**config.mk**
```make
export PLATFORM = sky130hd
export DESIGN_NAME = abhp_port
export DESIGN_NICKNAME = d
export VERILOG_FILES = /design/src/logic/abhp_pkg.sv /design/src/logic/abhp_sync.sv /design/src/logic/abhp_port.sv
export SDC_FILE = /design/constraint.sdc
export NUM_CORES = 1
export LEC_CHECK = 0
export ABC_AREA = 1
export BUFFER_PORTS_ARGS = -buffer_cell sky130_fd_sc_hd__buf_2
export CORE_ASPECT_RATIO = 1.25
export CORE_MARGIN = 2
export CORE_UTILIZATION = 46
export CTS_CLUSTER_DIAMETER = 120
export DETAILED_ROUTE_END_ITERATION = 7
export GPL_ROUTABILITY_DRIVEN = 0
export GPL_TIMING_DRIVEN = 1
export PLACE_DENSITY_LB_ADDON = 0.05
export REMOVE_ABC_BUFFERS = 1
export SYNTH_ARGS = -nofsm -noshare
export SYNTH_HDL_FRONTEND = slang
export SYNTH_SLANG_ARGS = --single-unit
```
**constraint.sdc**
```tcl
create_clock -name sys_clk -period 1.1 [get_ports sys_clk]
set_input_delay 0.22 -clock sys_clk [delete_from_list [all_inputs] [get_ports sys_clk]]
set_output_delay 0.22 -clock sys_clk [all_outputs]
set_load 0.1 [all_outputs]
```
**src/logic/abhp_pkg.sv**
```systemverilog
/*
 * abhp_pkg: shared types and constants for the byte-wide host port.
 * Assumes one 250 MHz system clock; host pins are asynchronous to it.
 */
package abhp_pkg;

	// host-side pin bundle as seen by the device
	typedef struct packed {
		logic cs_n;      // chip select, active low
		logic rd_n;      // read strobe, active low
		logic wr_n;      // store strobe, active low
		logic hbs;       // high_byte_select
		logic [11:0] db; // data pins, bit 0 is data_pin_lsb
	} abhp_pins_t;

	// assembled write word handed to the core
	typedef struct packed {
		logic valid;
		logic [15:0] word;
	} abhp_wr_t;

	// write assembly states, gray along empty -> low held
	typedef enum logic {
		ABHP_W_EMPTY = 1'b0,
		ABHP_W_LOW = 1'b1
	} abhp_wstate_t;

	localparam int ABHP_DATA_W = 12;
	localparam int ABHP_BYTE_W = 8;
	localparam int ABHP_WORD_W = 16;
	localparam int ABHP_SYNC_STAGES = 2;
	// pins idle: strobes high, select low, data low
	localparam abhp_pins_t ABHP_PINS_IDLE = 16'he000;
	// word that restores the test register to its default
	localparam logic [15:0] ABHP_TEST_RESTORE = 16'h4002;
	localparam logic [11:0] ABHP_DB_RESET = 12'h000;
	localparam logic [7:0] ABHP_BYTE_RESET = 8'h00;
	localparam logic [15:0] ABHP_WORD_RESET = 16'h0000;

endpackage : abhp_pkg

```
**src/logic/abhp_sync.sv**
```systemverilog
/*
 * abhp_sync: two-stage synchroniser for a vector of host pins.
 * Assumes each bit is a level; the first stage is read only by the second.
 */
`timescale 1ns/1ps
module abhp_sync
	import abhp_pkg::*;
#(
	parameter int WIDTH = 16,
	parameter logic [WIDTH-1:0] RST_VAL = '0
)
(
	// clock and reset
	input wire logic sys_clk,
	input wire logic resetn,
	// asynchronous in, synchronous out
	input wire logic [WIDTH-1:0] async_in,
	output logic [WIDTH-1:0] sync_out
);

	logic [WIDTH-1:0] meta_ff;

	// two flops in series
	always_ff @(posedge sys_clk or negedge resetn)
	begin
		if (!resetn)
		begin
			meta_ff <= RST_VAL;
			sync_out <= RST_VAL;
		end
		else
		begin
			meta_ff <= async_in;
			sync_out <= meta_ff;
		end
	end

endmodule : abhp_sync

```
**src/logic/abhp_port.sv**
```systemverilog
/*
 * abhp_port: byte-wide parallel host port of a sampling converter.
 * Assumes host pins are asynchronous and slow against the 250 MHz clock;
 * the core supplies the selected 16-bit read word and takes written words.
 */
// Notes on behaviour
// - each 16-bit word arrives as two byte writes and is assembled here
// - select low gives the low byte, select high the upper byte
// - upper four data pins are ignored on writes
// - write happens only while chip select and store strobe are both low
// - write byte is captured on the rising edge of the store strobe
// - writes are taken whether or not a conversion is running
// - on a 12-bit bus one read at base gives result or status
// - select low on read drives the low twelve bits on all data pins
// - select high on read drives the upper byte on the low eight pins
// - read data is driven only while chip select and read are low
// - data pins are released once the read strobe returns high
`timescale 1ns/1ps
module abhp_port
	import abhp_pkg::*;
(
	// clock and reset
	input wire logic sys_clk,
	input wire logic resetn,
	// host pins
	input wire abhp_pins_t host_pins,
	output logic [ABHP_DATA_W-1:0] db_out,
	output logic db_oe,
	// core side
	input wire logic [ABHP_WORD_W-1:0] rd_word,
	input wire logic conv_busy,
	output abhp_wr_t wr_data,
	output logic test_restore
);

	abhp_pins_t pin_s;
	abhp_wstate_t state_ff;
	abhp_wstate_t nxt_state;
	logic wr_act_ff;
	logic [ABHP_BYTE_W-1:0] byte_hold_ff;
	logic hbs_hold_ff;
	logic [ABHP_BYTE_W-1:0] lo_byte_ff;
	logic [ABHP_BYTE_W-1:0] nxt_lo_byte;
	logic [ABHP_DATA_W-1:0] nxt_db;
	logic [ABHP_WORD_W-1:0] asm_word;

	// synchronise every host pin before use
	abhp_sync #(
		.WIDTH($bits(abhp_pins_t)),
		.RST_VAL(ABHP_PINS_IDLE)
	) u_sync (
		.sys_clk(sys_clk),
		.resetn(resetn),
		.async_in(host_pins),
		.sync_out(pin_s)
	);

	// strobe decode
	// gate select with strobes
	wire wr_act = ~pin_s.cs_n & ~pin_s.wr_n;
	wire rd_act = ~pin_s.cs_n & ~pin_s.rd_n;
	wire wr_rise = wr_act_ff & ~wr_act;
	wire take_low = wr_rise & ~hbs_hold_ff;
	wire take_high = wr_rise & hbs_hold_ff & (state_ff == ABHP_W_LOW);
	assign asm_word = {byte_hold_ff, lo_byte_ff};

	// write assembly next state
	always_comb
	begin
		nxt_state = state_ff;
		nxt_lo_byte = lo_byte_ff;
		case (state_ff)
			ABHP_W_EMPTY:
			begin
				if (take_low)
				begin
					nxt_state = ABHP_W_LOW;
					nxt_lo_byte = byte_hold_ff;
				end
			end
			ABHP_W_LOW:
			begin
				if (take_low)
					nxt_lo_byte = byte_hold_ff;
				else if (take_high)
					nxt_state = ABHP_W_EMPTY;
			end
			default:
			begin
				nxt_state = ABHP_W_EMPTY;
			end
		endcase
	end

	assign nxt_db = pin_s.hbs ? {4'h0, rd_word[15:8]} : rd_word[11:0];

	// hold byte and select while the write strobe is active
	always_ff @(posedge sys_clk or negedge resetn)
	begin
		if (!resetn)
		begin
			wr_act_ff <= 1'b0;
			byte_hold_ff <= ABHP_BYTE_RESET;
			hbs_hold_ff <= 1'b0;
		end
		else
		begin
			wr_act_ff <= wr_act;
			if (wr_act)
			begin
				byte_hold_ff <= pin_s.db[7:0];
				hbs_hold_ff <= pin_s.hbs;
			end
		end
	end

	// state, low byte and word output
	always_ff @(posedge sys_clk or negedge resetn)
	begin
		if (!resetn)
		begin
			state_ff <= ABHP_W_EMPTY;
			lo_byte_ff <= ABHP_BYTE_RESET;
			wr_data <= '{valid: 1'b0, word: ABHP_WORD_RESET};
			test_restore <= 1'b0;
		end
		else
		begin
			state_ff <= nxt_state;
			lo_byte_ff <= nxt_lo_byte;
			wr_data.valid <= take_high;
			if (take_high)
				wr_data.word <= asm_word;
			test_restore <= take_high & (asm_word == ABHP_TEST_RESTORE);
		end
	end

	// read drivers
	always_ff @(posedge sys_clk or negedge resetn)
	begin
		if (!resetn)
		begin
			db_out <= ABHP_DB_RESET;
			db_oe <= 1'b0;
		end
		else
		begin
			db_oe <= rd_act;
			// low 12 bits, or the upper byte when select is high
			db_out <= nxt_db;
		end
	end
endmodule : abhp_port

```
### Word-level counts from Yosys, hierarchy flattened

Cells that the tools add are included.

* bits in registers: 82
* bits of input ports: 35
* output and inout bits: 31
* word-level logic and storage cells: 32

* equality and inequality tests: 1
* multiplexer cells: 6
* bitwise logic cells: 13

Operators with widths (count)
* == test 16 x 15 -> 1 bit (second input constant): 1
* 2-to-1 mux 12 bit: 1
* 2-to-1 mux 8 bit: 1
* AND 1 bit: 7
* inverter 1 bit: 6
* 2-to-1 mux 1 bit: 3
* one-hot mux 1 bit (2 select lines): 1

### Logic depth before layout (Yosys ltp)

* depth in word-level cells: 9
* mapped depth: 6
* gate-level depth less buffers: 6

### Cells and area by module

Synthesis repeated with hierarchy kept, for this count alone.

* cells, all modules: 228
* area total of the unflattened synthesis: 2736.4 sq um

By module, submodules not included
* abhp_port: times used 1, cells each 196, area an instance 1928.1 sq um, seq. area each 1251.2 sq um
* abhp_sync: times used 1, cells each 32, area an instance 808.3 sq um, seq. area each 808.3 sq um

### Least setup slack after synthesis

Ideal clock, no wire load.

* path kind: flip-flop to flip-flop
* start: register wr_data[14] (netlist name)
* end: register wr_data[14] (netlist bit)
* setup time: 0.074 ns
* arrival: 1.116 ns
* path slack: -0.090 ns
* cell stages (with the launch flop): 3
* buffers on the path: 0
* clock period less this slack: 1.190 ns
* cells stage by stage: dfrtp_1 nand2_1 o21ai_2

RTL lines
* end signal: assignment: line abhp_port.sv:124 `wr_data <= '{valid: 1'b0, word: ABHP_WORD_RESET};`
* end: declaration: line abhp_port.sv:32 `output abhp_wr_t wr_data,`

### Final worst setup path

* start: register u_sync.sync_out[15]
* end: register wr_data[3] (netlist bit)

* cells in the longest elaborated chain, start to end: 6

Ends and longest elaborated chain
* start: declaration: line abhp_sync.sv:18 `output logic [WIDTH-1:0] sync_out`
* start signal: assignment: line abhp_sync.sv:34 `sync_out <= meta_ff;`
* inverter 1 bit: line abhp_port.sv:60 `wire wr_act = ~pin_s.cs_n & ~pin_s.wr_n;`
* AND 1 bit: line abhp_port.sv:60
* inverter 1 bit: line abhp_port.sv:62 `wire wr_rise = wr_act_ff & ~wr_act;`
* AND 1 bit: line abhp_port.sv:62
* AND 1 bit (2 in series): line abhp_port.sv:64 `wire take_high = wr_rise & hbs_hold_ff & (state_ff == ABHP_W_LOW);`

Every way passes these cells.
A chain may end at the register's enable or synchronous reset.

==> flow_summary.html <==
<table>
<tr><th>Metric</th><th>Value</th></tr>
<tr><th colspan="2">Status</th></tr>
<tr><td>Status</td><td>complete, but fails checks</td></tr>
<tr><td>Failing checks</td><td>negative setup slack</td></tr>
<tr><th colspan="2">Die</th></tr>
<tr><td>DIE HEIGHT</td><td>87.0 um</td></tr>
<tr><td>Starting density of the core</td><td>47.2%</td></tr>
<tr><td>Standard-cell rows</td><td>30</td></tr>
<tr><td>Die footprint</td><td>6130 um2</td></tr>
<tr><td>Io pins</td><td>66</td></tr>
<tr><td>Placeable Area</td><td>5370 um2</td></tr>
<tr><td>Die X-Extent</td><td>70.4 um</td></tr>
<tr><th colspan="2">Setup path</th></tr>
<tr><td>WP buf/inv</td><td>2</td></tr>
<tr><td>Family with the most delay on the worst path</td><td>flip-flops</td></tr>
<tr><td>Maximum fanout count along the critical path</td><td>12</td></tr>
<tr><td>Delay contributed by the slowest stage of the critical path</td><td>0.56 ns</td></tr>
<tr><td>Crit path top cell by count</td><td>sky130_fd_sc_hd__nand2_1</td></tr>
<tr><td>Worst reg2reg path depth</td><td>6</td></tr>
<tr><td>Slowest-stage cell, CP</td><td>sky130_fd_sc_hd__dfstp_2</td></tr>
<tr><td>Crit path launch</td><td>u_sync.sync_out[15]</td></tr>
<tr><td>Worst Setup End Kind</td><td>flop</td></tr>
<tr><td>CP arrival</td><td>1.40 ns</td></tr>
<tr><td>Reg2reg setup slack</td><td>-0.07 ns</td></tr>
<tr><td>Worst Path Required</td><td>1.33 ns</td></tr>
<tr><td>Destination of the critical timing path</td><td>wr_data[3]</td></tr>
<tr><td>Stages on worst setup path</td><td>6</td></tr>
<tr><td>Worst flop-to-flop path startpoint</td><td>u_sync.sync_out[15]</td></tr>
<tr><td>Startpoint type of the worst setup path</td><td>flop</td></tr>
<tr><td>CP cell instances</td><td>nor2_4 &gt; inv_4 &gt; nand3_4 &gt; buf_6 &gt; nand2_1 &gt; nand2_1</td></tr>
<tr><td>Category of the critical setup timing path</td><td>flop to flop</td></tr>
<tr><td>Worst flop-to-flop path endpoint</td><td>wr_data[3]</td></tr>
<tr><th colspan="2">GRT</th></tr>
<tr><td>Global-route total usage across every layer</td><td>16.6%</td></tr>
<tr><td>Global-route wire length before repair</td><td>7740 um</td></tr>
<tr><td>Initial antenna violation count</td><td>0</td></tr>
<tr><td>Vias in the first global route</td><td>1757</td></tr>
<tr><td>Remaining Overflow, GRT</td><td>0</td></tr>
<tr><td>Maximum number of pins on one net before global-route repair</td><td>53</td></tr>
<tr><th colspan="2">Yosys</th></tr>
<tr><td>Flop and latch count out of synthesis</td><td>74</td></tr>
<tr><td>Primary flip-flop cell chosen by synthesis mapping</td><td>sky130_fd_sc_hd__dfrtp_1</td></tr>
<tr><td>Share of flip-flops with an asynchronous set or reset</td><td>100%</td></tr>
<tr><td>Gate Count Post-Synth</td><td>220</td></tr>
<tr><td>Share of the synthesized area in the top cell type</td><td>67.1%</td></tr>
<tr><td>Number of warnings issued by yosys</td><td>0</td></tr>
<tr><td>Sequential fraction of the synthesis area</td><td>73.3%</td></tr>
<tr><td>Cell with the most instances after synthesis</td><td>sky130_fd_sc_hd__nand2_1</td></tr>
<tr><td>Cell type with the largest total area after synthesis</td><td>sky130_fd_sc_hd__dfrtp_1</td></tr>
<tr><td>Commonest cells in the netlist</td><td>sky130_fd_sc_hd__nand2_1, sky130_fd_sc_hd__dfrtp_1, sky130_fd_sc_hd__o21ai_0</td></tr>
<tr><td>Leading cell types by total area after synthesis</td><td>sky130_fd_sc_hd__dfrtp_1, sky130_fd_sc_hd__nand2_1, sky130_fd_sc_hd__dfstp_2</td></tr>
<tr><td>Mean post-synth cell area</td><td>11.5 um2</td></tr>
<tr><td>Number of enable-type register cells in the synthesized netlist</td><td>0</td></tr>
<tr><td>Number of distinct library cells after synthesis</td><td>13</td></tr>
<tr><td>Post-Synthesis Cell Area</td><td>2540 um2</td></tr>
<tr><th colspan="2">Drt</th></tr>
<tr><td>Wire length after detailed routing</td><td>4360 um</td></tr>
<tr><td>Antenna violation net count after detailed routing</td><td>0</td></tr>
<tr><td>DRC violations left</td><td>0</td></tr>
<tr><td>Router iterations before antenna repair</td><td>4</td></tr>
<tr><td>Via count</td><td>1735</td></tr>
<tr><td>Routed wire length per instance</td><td>11.4 um</td></tr>
<tr><td>Vias per cell</td><td>4.53</td></tr>
<tr><td>Initial DRC Count</td><td>123</td></tr>
<tr><th colspan="2">Timing</th></tr>
<tr><td>Max Slew Vio Count</td><td>0</td></tr>
<tr><td>Setup skew after layout</td><td>0.0111 ns</td></tr>
<tr><td>Setup repair after global routing missed its margin</td><td>yes</td></tr>
<tr><td>Post-layout minimum cycle time</td><td>1.17 ns</td></tr>
<tr><td>Share of the clock period used by the worst path</td><td>106%</td></tr>
<tr><td>Max-slew headroom at the worst pin</td><td>78.4%</td></tr>
<tr><td>Final Hold Fails</td><td>0</td></tr>
<tr><td>Least setup slack across all paths after layout</td><td>-0.0702 ns</td></tr>
<tr><td>Number of setup violations in the final report</td><td>53</td></tr>
<tr><td>Slew at the pin closest to its max-slew limit</td><td>0.324 ns</td></tr>
<tr><td>Achievable Freq</td><td>0.855 GHz</td></tr>
<tr><th colspan="2">Hold path</th></tr>
<tr><td>Min-Delay Path Depth</td><td>3</td></tr>
<tr><td>Type of the worst min-delay path</td><td>primary input to flop</td></tr>
<tr><th colspan="2">Clock tree</th></tr>
<tr><td>Root buffer selected by CTS</td><td>sky130_fd_sc_hd__clkbuf_8</td></tr>
<tr><td>Clock transition time at the flip-flop clock pins of the worst setup and hold paths</td><td>0.08 ns</td></tr>
<tr><td>CTS tree</td><td>built</td></tr>
<tr><td>Clock sinks</td><td>74</td></tr>
<tr><td>Max Buffers Root-to-Sink</td><td>2</td></tr>
<tr><td>Clock H-tree levels</td><td>3</td></tr>
<tr><td>Insertion delay of the later-clocked pin in the worst-skew pair</td><td>0.34 ns</td></tr>
<tr><td>Total clock buffers created by CTS</td><td>9</td></tr>
<tr><th colspan="2">Power and ir drop</th></tr>
<tr><td>Fraction of power consumed by combinational cells</td><td>39.4%</td></tr>
<tr><td>Overall power consumption</td><td>9.50 mW</td></tr>
<tr><td>Relative contribution of sequential cells to total power</td><td>36.7%</td></tr>
<tr><td>Power density relative to cell area</td><td>2430 nW/um2</td></tr>
<tr><td>Net Sw Power</td><td>3.70 mW</td></tr>
<tr><td>Internal power of the cells</td><td>5.80 mW</td></tr>
<tr><td>Clock power frac</td><td>23.9%</td></tr>
<tr><td>Leakage</td><td>1.90 nW</td></tr>
<tr><td>Maximum vdd ir drop</td><td>1420 uV</td></tr>
<tr><td>Share of total power consumed by net switching</td><td>38.9%</td></tr>
<tr><th colspan="2">Cells and area</th></tr>
<tr><td>NumNets Final</td><td>349</td></tr>
<tr><td>Area overhead of the layout relative to synthesis</td><td>54.0%</td></tr>
<tr><td>Final non-filler cell area</td><td>3910 um2</td></tr>
<tr><td>Diodes inserted</td><td>0</td></tr>
<tr><td>Share of cells above drive strength 1</td><td>38.6%</td></tr>
<tr><th colspan="2">Placement</th></tr>
<tr><td>Cell area after placement</td><td>3410 um2</td></tr>
<tr><td>Count of input and output buffers</td><td>60</td></tr>
<tr><td>Post-detail-place hpwl</td><td>2810 um</td></tr>
<tr><th colspan="2">Job</th></tr>
<tr><td>Number of maximum-capacitance constraint violations</td><td>0</td></tr>
</table>
[power groups by stage]
stage	clock network, mW	registers [mW]	logic (mW)
detailed placement	0	3.53	3.50
floorplan	0	5.16	0.427
CTS	2.32	3.48	3.68
global route	2.45	3.53	3.92
global placement	0	3.52	3.48
finish	2.27	3.48	3.74
[cell type report]
class                      instances  area, um2
fill                             360       1460
multi-input combinational        122        619
timing repair buffer              89       1060
inverter                          18       70.1
clock buffer                      10        128
clock inverter                     6       90.1
tap                               64       80.1
sequential                        74       1860
[cells in the final DEF, fill, tap and decap left out, types with 7 or more instances in the layout]
cell type and count:
sky130_fd_sc_hd__buf_12 33, sky130_fd_sc_hd__buf_2 28, sky130_fd_sc_hd__buf_4 11, sky130_fd_sc_hd__clkbuf_8 9
sky130_fd_sc_hd__dfrtp_1 68, sky130_fd_sc_hd__dlygate4sd3_1 13, sky130_fd_sc_hd__inv_1 15, sky130_fd_sc_hd__nand2_1 64
sky130_fd_sc_hd__nor2_1 16, sky130_fd_sc_hd__o21ai_0 11, sky130_fd_sc_hd__o21ai_1 7, sky130_fd_sc_hd__o21ai_2 12
[worst min path at each step]
stage | slack [ns] | startpoint | end
after floorplan | -0.08 | resetn | asynchronous set/reset pin
after global placement | 0.18 | resetn | db_oe
after detailed placement | 0.17 | resetn | db_oe
after CTS | 0.07 | rd_word[7] | db_out[7]
after global routing | 0.07 | rd_word[12] | db_out[4]
final | 0.08 | rd_word[7] | db_out[7]
[registers in the layout (all words and copies together), names as in the netlist, named ones only]
register and count:
wr_data 17, db_out 12, u_sync.meta_ff 12, u_sync.sync_out 12
byte_hold_ff 8, lo_byte_ff 8, db_oe 1, hbs_hold_ff 1
test_restore 1, wr_act_ff 1
[routing by layer]
layer	part of all wire [%]	wire length, um	GRT usage [%]	up-vias
met5	0	0	0	-
met4	1.6	68	7.34	0
met3	7.2	314	6.25	7
met2	51	2210	27.8	59
met1	40	1760	19.2	802
li1	-	-	-	867
[through the flow]
| stage | setup WS, ns | setup TNS [ns] | hold WS [ns] | util [%] | instances |
|---|---|---|---|---|---|
| finish | -0.0702 | -2.00 | 0.0826 | 72.8 | 383 |
| floorplan | -0.588 | -14.38 | -0.0756 | - | 213 |
| global route | -0.134 | -4.68 | 0.0725 | 72.8 | 383 |
| global placement | -0.107 | -1.71 | 0.176 | 63.6 | 345 |
| detailed placement | -0.113 | -1.84 | 0.175 | 63.6 | 345 |
| CTS | -0.0774 | -2.61 | 0.0670 | 71.9 | 381 |
[tightest hold or removal path, stage by stage]
cell                      delay [ns]
sky130_fd_sc_hd__buf_2          0.07
sky130_fd_sc_hd__nand2_1        0.04
sky130_fd_sc_hd__nand2_1        0.04
[logic make-up (layout without fill, tap and decap cells)]
logic type | count (synthesis) | after routing | synth area share [%]
DFF | 74 | 74 | 73.3
and+or+nand+nor | 91 | 92 | 14.6
buffers and inverters | 25 | 123 | 4.88
AOI/OAI and AO/OA | 30 | 30 | 7.25
[repair_timing]
item | 4_1_cts | 5_1_grt
endpoints found under the hold margin | 80 | 0
hold buffers | 13 | 0
endpoints found under the setup margin | 56 | 61
resized for setup | 19 | 12
cloned | 1 | 0
setup buffers | 6 | 2
pin swaps | 3 | 5
Power figures use the tool's default switching activity.
